`config.mk`:
```
export PLATFORM = sky130hd
export DESIGN_NAME = dual_clock_block_ram_fifo
export DESIGN_NICKNAME = d
export VERILOG_FILES = /design/src/ebm_fifo_pkg.sv /design/src/dual_clock_block_ram_fifo.sv
export VERILOG_INCLUDE_DIRS = /design/src /design/src/src
export SDC_FILE = /design/constraint.sdc
export NUM_CORES = 1
export LEC_CHECK = 0
export CAP_MARGIN = 30
export CORE_ASPECT_RATIO = 0.6
export CORE_UTILIZATION = 60
export CTS_BUF_LIST = sky130_fd_sc_hd__clkbuf_4
export DETAILED_ROUTE_END_ITERATION = 8
export DONT_BUFFER_PORTS = 1
export PLACE_DENSITY = 0.77
export SLEW_MARGIN = 20
export SYNTH_ARGS = -nofsm -noshare
export SYNTH_HDL_FRONTEND = slang
export SYNTH_SLANG_ARGS = --single-unit
```
`constraint.sdc`:
```
create_clock -name clk_sys -period 5.85 [get_ports clk_sys]
set_input_delay 1.4625 -clock clk_sys [delete_from_list [all_inputs] [get_ports clk_sys]]
set_output_delay 1.4625 -clock clk_sys [all_outputs]
set_load 0.01 [all_outputs]
```
`src/ebm_fifo_params.svh`:
```
// Sizes and reset values for the block memory FIFO
`ifndef EBM_FIFO_PARAMS_SVH
`define EBM_FIFO_PARAMS_SVH

// Address width N and data width of each port
`define EBM_ADDR_W 4
`define EBM_DATA_W 8
// Number of words held by the memory, two to the N
`define EBM_DEPTH 16
// Output latch value after any latch clear
`define EBM_DOUT_RST 8'h00
// Pointer value after a global clear or a rewind
`define EBM_PTR_RST 5'h00

`endif

```
`src/ebm_fifo_pkg.sv`:
```
// Types shared by the block memory FIFO and its users
package ebm_fifo_pkg;

    // Output behaviour of port A on a write cycle
    typedef enum logic [1:0] {
        WM_NORMAL,
        WM_THROUGH,
        WM_READ_FIRST
    } write_mode_type;

endpackage

```
`src/dual_clock_block_ram_fifo.sv`:
```
// Embedded block memory as RAM or as a FIFO with independent port strobes
// How it works
// RULE1 - In normal mode a port A write leaves the port A output unchanged.
// RULE2 - In write-through mode port A shows the word being written.
// RULE3 - In read-before-write mode port A shows the word the address held.
// RULE4 - Writes are taken on a write clock edge with clock enable and enable.
// RULE5 - Reads are taken on a read clock edge with clock enable and strobe.
// RULE6 - Full, almost full, empty and almost empty are made inside the block.
// RULE7 - Full and almost full change only on write clock edges.
// RULE8 - Empty and almost empty change only on read clock edges.
// RULE9 - Full spans 1 to 2^N-1, the almost flags 1 to full-1, empty is 0.
// RULE10 - The global FIFO clear resets both pointers and all flags.
// RULE11 - The rewind resets only the read pointer so data can be re-sent.
// RULE12 - The user tracks packet boundaries when rewinding.
// RULE13 - Output latch clears act synchronously or asynchronously by choice.
// RULE14 - Each port latch clear touches only its own port output.
// RULE15 - The active-low chip-wide reset clears both port outputs.
// RULE16 - Each flag is set while the level is at or beyond its threshold.
`timescale 1ns/10ps
`include "ebm_fifo_params.svh"

module dual_clock_block_ram_fifo (
    // System clock and reset
    input wire logic clk_sys,
    input wire logic rst,
    // Configuration
    input wire logic fifo_select,
    input ebm_fifo_pkg::write_mode_type write_mode,
    input wire logic latch_reset_sync,
    input wire logic [`EBM_ADDR_W-1:0] full_threshold,
    input wire logic [`EBM_ADDR_W-1:0] almost_full_threshold,
    input wire logic [`EBM_ADDR_W-1:0] almost_empty_threshold,
    // Write side, port A
    input wire logic write_side_clock,
    input wire logic write_clock_enable,
    input wire logic write_enable,
    input wire logic [`EBM_ADDR_W-1:0] addr_a,
    input wire logic [`EBM_DATA_W-1:0] wdata_a,
    output logic [`EBM_DATA_W-1:0] dout_a,
    // Read side, port B
    input wire logic read_side_clock,
    input wire logic read_clock_enable,
    input wire logic read_strobe,
    input wire logic [`EBM_ADDR_W-1:0] addr_b,
    output logic [`EBM_DATA_W-1:0] dout_b,
    // FIFO control and flags
    input wire logic fifo_clear,
    input wire logic read_pointer_rewind,
    output logic full_flag,
    output logic almost_full_flag,
    output logic empty_flag,
    output logic almost_empty_flag,
    // Latch clears
    input wire logic port_a_latch_clear,
    input wire logic port_b_latch_clear,
    input wire logic chip_wide_reset_n
);
    import ebm_fifo_pkg::*;

    localparam int AW = `EBM_ADDR_W;
    localparam int DW = `EBM_DATA_W;

    logic [DW-1:0] mem_ff [`EBM_DEPTH];
    logic wclk_q_ff, rclk_q_ff;
    logic [AW:0] wr_ptr_ff, rd_ptr_ff, nxt_wr_ptr, nxt_rd_ptr;
    logic [DW-1:0] dout_a_ff, dout_b_ff, nxt_dout_a, nxt_dout_b;
    logic full_ff, afull_ff, empty_ff, aempty_ff;
    logic nxt_full, nxt_afull, nxt_empty, nxt_aempty;
    logic wr_edge, rd_edge, a_access, a_write, b_read;
    logic clr_a, clr_b;
    logic [AW:0] level, nxt_level;
    logic [AW-1:0] a_addr, b_addr;
    logic [DW-1:0] a_old_word;

    // Threshold compare, used for both write-side flags, the almost empty flag and the guard
    function automatic logic at_or_above(input logic [AW:0] lvl,
                                         input logic [AW-1:0] thr);
        at_or_above = lvl >= {1'b0, thr};
    endfunction

    // ******************************************************
    // Strobe decode
    // ******************************************************
    // Port clocks are sampled pins; a rising edge is one access slot
    assign wr_edge = write_side_clock & ~wclk_q_ff;
    assign rd_edge = read_side_clock & ~rclk_q_ff;
    assign level = wr_ptr_ff - rd_ptr_ff;
    assign a_addr = fifo_select ? wr_ptr_ff[AW-1:0] : addr_a;
    assign b_addr = fifo_select ? rd_ptr_ff[AW-1:0] : addr_b;
    assign a_old_word = mem_ff[a_addr];
    // A refused FIFO write is no access at all, so port A holds
    assign a_access = wr_edge & write_clock_enable &
                      (~fifo_select | ~write_enable |
                       ~at_or_above(level, full_threshold)); // RULE4
    assign a_write = a_access & write_enable; // RULE4
    assign b_read = rd_edge & read_clock_enable & read_strobe &
                    (~fifo_select | (level != '0)); // RULE5
    assign clr_a = port_a_latch_clear | ~chip_wide_reset_n; // RULE14 RULE15
    assign clr_b = port_b_latch_clear | ~chip_wide_reset_n; // RULE14 RULE15

    // ******************************************************
    // Next state
    // ******************************************************
    // Pointers, output latches and flags
    always_comb begin
        nxt_wr_ptr = wr_ptr_ff;
        nxt_rd_ptr = rd_ptr_ff;
        nxt_dout_a = dout_a_ff;
        nxt_dout_b = dout_b_ff;
        if (fifo_select && a_write) begin
            nxt_wr_ptr = wr_ptr_ff + 1'b1; // RULE4
        end
        if (fifo_select && b_read) begin
            nxt_rd_ptr = rd_ptr_ff + 1'b1; // RULE5
        end
        if (read_pointer_rewind) begin
            nxt_rd_ptr = `EBM_PTR_RST; // RULE11
        end
        if (fifo_clear) begin
            nxt_wr_ptr = `EBM_PTR_RST; // RULE10
            nxt_rd_ptr = `EBM_PTR_RST; // RULE10
        end
        if (a_access) begin
            if (!write_enable) begin
                nxt_dout_a = a_old_word;
            end else begin
                unique case (write_mode)
                    WM_NORMAL: nxt_dout_a = dout_a_ff; // RULE1
                    WM_THROUGH: nxt_dout_a = wdata_a; // RULE2
                    WM_READ_FIRST: nxt_dout_a = a_old_word; // RULE3
                    default: nxt_dout_a = dout_a_ff;
                endcase
            end
        end
        if (b_read) begin
            nxt_dout_b = mem_ff[b_addr]; // RULE5
        end
        // A clear beats an access in the same slot
        if (clr_a) begin
            nxt_dout_a = `EBM_DOUT_RST; // RULE13 RULE14
        end
        if (clr_b) begin
            nxt_dout_b = `EBM_DOUT_RST; // RULE13 RULE14
        end
        nxt_level = nxt_wr_ptr - nxt_rd_ptr;
        nxt_full = full_ff;
        nxt_afull = afull_ff;
        nxt_empty = empty_ff;
        nxt_aempty = aempty_ff;
        // Flags look at the level after this slot's access
        if (wr_edge) begin
            nxt_full = at_or_above(nxt_level, full_threshold); // RULE7 RULE16
            nxt_afull = at_or_above(nxt_level,
                                    almost_full_threshold); // RULE7 RULE16
        end
        if (rd_edge) begin
            nxt_empty = nxt_level == '0; // RULE8 RULE9
            nxt_aempty = ~at_or_above(nxt_level,
                almost_empty_threshold + 1'b1); // RULE8 RULE16
        end
        if (fifo_clear) begin
            nxt_full = 1'b0; // RULE10
            nxt_afull = 1'b0; // RULE10
            nxt_empty = 1'b1; // RULE10
            nxt_aempty = 1'b1; // RULE10
        end
    end

    // Register stage; flags start in their empty state
    always_ff @(posedge clk_sys or posedge rst) begin
        if (rst) begin
            wclk_q_ff <= 1'b0;
            rclk_q_ff <= 1'b0;
            wr_ptr_ff <= `EBM_PTR_RST;
            rd_ptr_ff <= `EBM_PTR_RST;
            dout_a_ff <= `EBM_DOUT_RST;
            dout_b_ff <= `EBM_DOUT_RST;
            full_ff <= 1'b0;
            afull_ff <= 1'b0;
            empty_ff <= 1'b1;
            aempty_ff <= 1'b1;
        end else begin
            wclk_q_ff <= write_side_clock;
            rclk_q_ff <= read_side_clock;
            wr_ptr_ff <= nxt_wr_ptr;
            rd_ptr_ff <= nxt_rd_ptr;
            dout_a_ff <= nxt_dout_a;
            dout_b_ff <= nxt_dout_b;
            full_ff <= nxt_full;
            afull_ff <= nxt_afull;
            empty_ff <= nxt_empty;
            aempty_ff <= nxt_aempty;
        end
    end

    // Array has no reset, as block memory contents never do
    always_ff @(posedge clk_sys) begin
        if (a_write) begin
            mem_ff[a_addr] <= wdata_a; // RULE4
        end
    end

    // ******************************************************
    // Outputs
    // ******************************************************
    // Async mode blanks at once; the flop still clears on the next edge
    assign dout_a = (clr_a & ~latch_reset_sync) ? `EBM_DOUT_RST
                                                : dout_a_ff; // RULE13
    assign dout_b = (clr_b & ~latch_reset_sync) ? `EBM_DOUT_RST
                                                : dout_b_ff; // RULE13
    assign full_flag = full_ff; // RULE6
    assign almost_full_flag = afull_ff; // RULE6
    assign empty_flag = empty_ff; // RULE6
    assign almost_empty_flag = aempty_ff; // RULE6
endmodule

```
==> reports/metrics.cfg <==
[drt]
drt_iter0_markers=819
via_per_inst=6.71
wl_per_cell_um=25.0
ant_nets=0
drt_pre_antenna_iters=6
via_count=6355
wl_um=23700
drc=0

[synthesis]
ys_types=58
yosys_warnings=0
avgSynthCellArea_sq_um=11.8
synthFlopType=edfxtp_1
syn_area_sq_mm=0.00866
async_flop_share_pct=20.0
ys_seq_area_share_pct=53.7
synthCells=736
synth_nets=808
synth_edf_count=128
ys_ff_latch=160

[finish]
nets=814
utilization_pct=67.1
antenna_cells=0
mostFrequentLayoutCell=nand2_1
area_delta_synth_final_pct=7.52
layout_common_cells=nand2_1 (143), edfxtp_1 (128), nor2_1 (38)
drive_gt1_share_pct=14.7

[global_route]
grt_start_max_net_pins=37
grt_pass1_wl_um=35100
grtUsageTotal_pct=33.4
antenna_found_initial=1
grt_pass1_vias=6166
grt-ovfl-total=0

[run]
maxCapViolCount=0

[critical_path]
r2r_start=wr_ptr_ff[0]
path_cells=inv_1 > ha_1 > inv_1 > fa_1 > xor2_1 > ha_1 > o21ai_0 > nand2b_1 > a2bb2o_1 > nor3_2 > xnor2_1 > or2_2 > ha_1 > fa_1 > nor2b_1 > o21a_1 > o21ai_0 > o221ai_2 > xor2_1 > a311oi_1
start_kind=flip-flop
cp_max_fo=7
critPathMaxStageDelay_ns=0.51
r2r_setup_slack_ns=0.59
cp_common_cell=ha_1
cp-startpoint=wr_ptr_ff[0]
cp_num_buf_inv=2
cp-end-kind=flip-flop
critPathCapture=full_flag
worstPathRequired_ns=6.26
crit_type=reg2reg
timing.rr.end=full_flag
reg2regPathDepth=20
crit_family=adder cells
cp.arrival_ns=5.67
slowest_stage=dfrtp_1
path_depth=20

[sta]
rsz0062_at_grt=false
finalClockSkew_ns=0.0334
setup_tns_ns=0
hold_viol=0
finalSetupViolCount=0
worstMarginPinSlew_ns=1.11
max-slew-margin-rel_pct=25.9
fin_crit_sh_pct=89.9
finalMaxSlewViolations=0
fin_crit_ns=5.26
fmax_ghz=0.190
worst_hold_slack_ns=0.502

[clock_network]
ctsHoldBuffers=0
cts_resized=0
cts_setup_buffers=0
path_clk_slew_ns=0.13
cts_root_buf=clkbuf_4
clk_latency_ns=0.55
cts_tree=done
cts_inserted_buffers=17
cts_buffer_depth=2
h-tree-depth=4
cts_sinks=160

[floorplan]
die_h_um=95.0
rows=33
io-pin-count=65
coreArea_sq_mm=0.0139
die_w_um=157
floorplan.initialDensity_pct=62.4
die-area_sq_mm=0.0149

[power_and_ir_drop]
leakage_nw=3.58
peakVddDrop_v=0.000150
powerDensity_mw_per_mm2=226
finalPower_w=0.00210

[place]
port_buffers=0
hpwl_um=16800
place_congestion=0.929

[min_path]
hold_class=reg2reg

[status]
outcome=complete, no violations

==> worst min-delay path by stage <==
stage                       from      endpoint  depth (start not counted)
global route        dout_b_ff[4]  dout_b_ff[4]                          1
global placement    dout_b_ff[5]  dout_b_ff[5]                          1
CTS                 dout_b_ff[2]  dout_b_ff[2]                          1
floorplan           dout_b_ff[0]  dout_b_ff[0]                          1
detailed placement  dout_b_ff[2]  dout_b_ff[2]                          1
finish              dout_b_ff[2]  dout_b_ff[2]                          1
==> sequential cells by signal, summed over array words and instances (netlist names) <==
name / flops
almost_full_flag: 1
empty_flag: 1
wclk_q_ff: 1
rclk_q_ff: 1
mem_ff: 128
full_flag: 1
almost_empty_flag: 1
rd_ptr_ff: 5
dout_a_ff: 8
wr_ptr_ff: 5
dout_b_ff: 8
==> routing by layer <==
metal | up-vias | part of all wire, % | GRT usage (%)
met3 | 57 | 16 | 15.3
met1 | 3034 | 40 | 46.1
met2 | 499 | 41 | 46.7
li1 | 2761 | - | -
met4 | 4 | 1.8 | 10.2
met5 | - | 0.48 | 5.44
==> report_power, final <==
part           total (W)  switching [W]  leakage (nW)  internal (W)
registers        0.00124     0.00000497          1.58       0.00124
logic           0.000205       0.000125          1.86     0.0000806
clock network   0.000655       0.000393         0.139      0.000263
total            0.00210       0.000522          3.58       0.00158
==> metrics by stage <==
| step | worst slack (ns) | instances | instance area [sq um] |
|---|---|---|---|
| after floorplan | 0.760 | 736 | 8660 |
| after global placement | 0.592 | 909 | 8920 |
| after detailed placement | 0.502 | 912 | 8980 |
| after CTS | 0.694 | 944 | 9260 |
| after global routing | 0.263 | 947 | 9310 |
| final | 0.590 | 947 | 9310 |
==> logic make-up after synthesis <==
group | share of synthesized area, %
DFF | 53.7
muxes | 11.8
buffers and inverters | 3.04
xor gates and xnor gates | 1.72
and+or+nand+nor | 16.0
adders and majority gates | 4.19
AOI/OAI and AO/OA | 9.60
==> cell usage after synthesis (all sizes together) (17+ instances only) <==
cell / instances / area, sq um
buf: 20 / 97.6
nand3: 36 / 180
mux4: 30 / 676
nor2b: 23 / 144
ha: 25 / 313
dfrtp: 30 / 751
a311oi: 25 / 219
clkbuf: 17 / 63.8
edfxtp: 128 / 3840
mux2i: 28 / 288
nand2: 143 / 537
a21oi: 24 / 124
nor2: 38 / 143
inv: 27 / 101
==> layout make-up <==
cell class | instances | area (sq um)
Sequential cell | 160 | 4650
Inverter | 27 | 101
Clock buffer | 19 | 143
Multi-Input combinational cell | 512 | 3800
Timing Repair Buffer | 24 | 238
Clock inverter | 13 | 138
Fill cell | 1004 | 4570
Tap cell | 192 | 240
(Power assumes the default switching activity.)
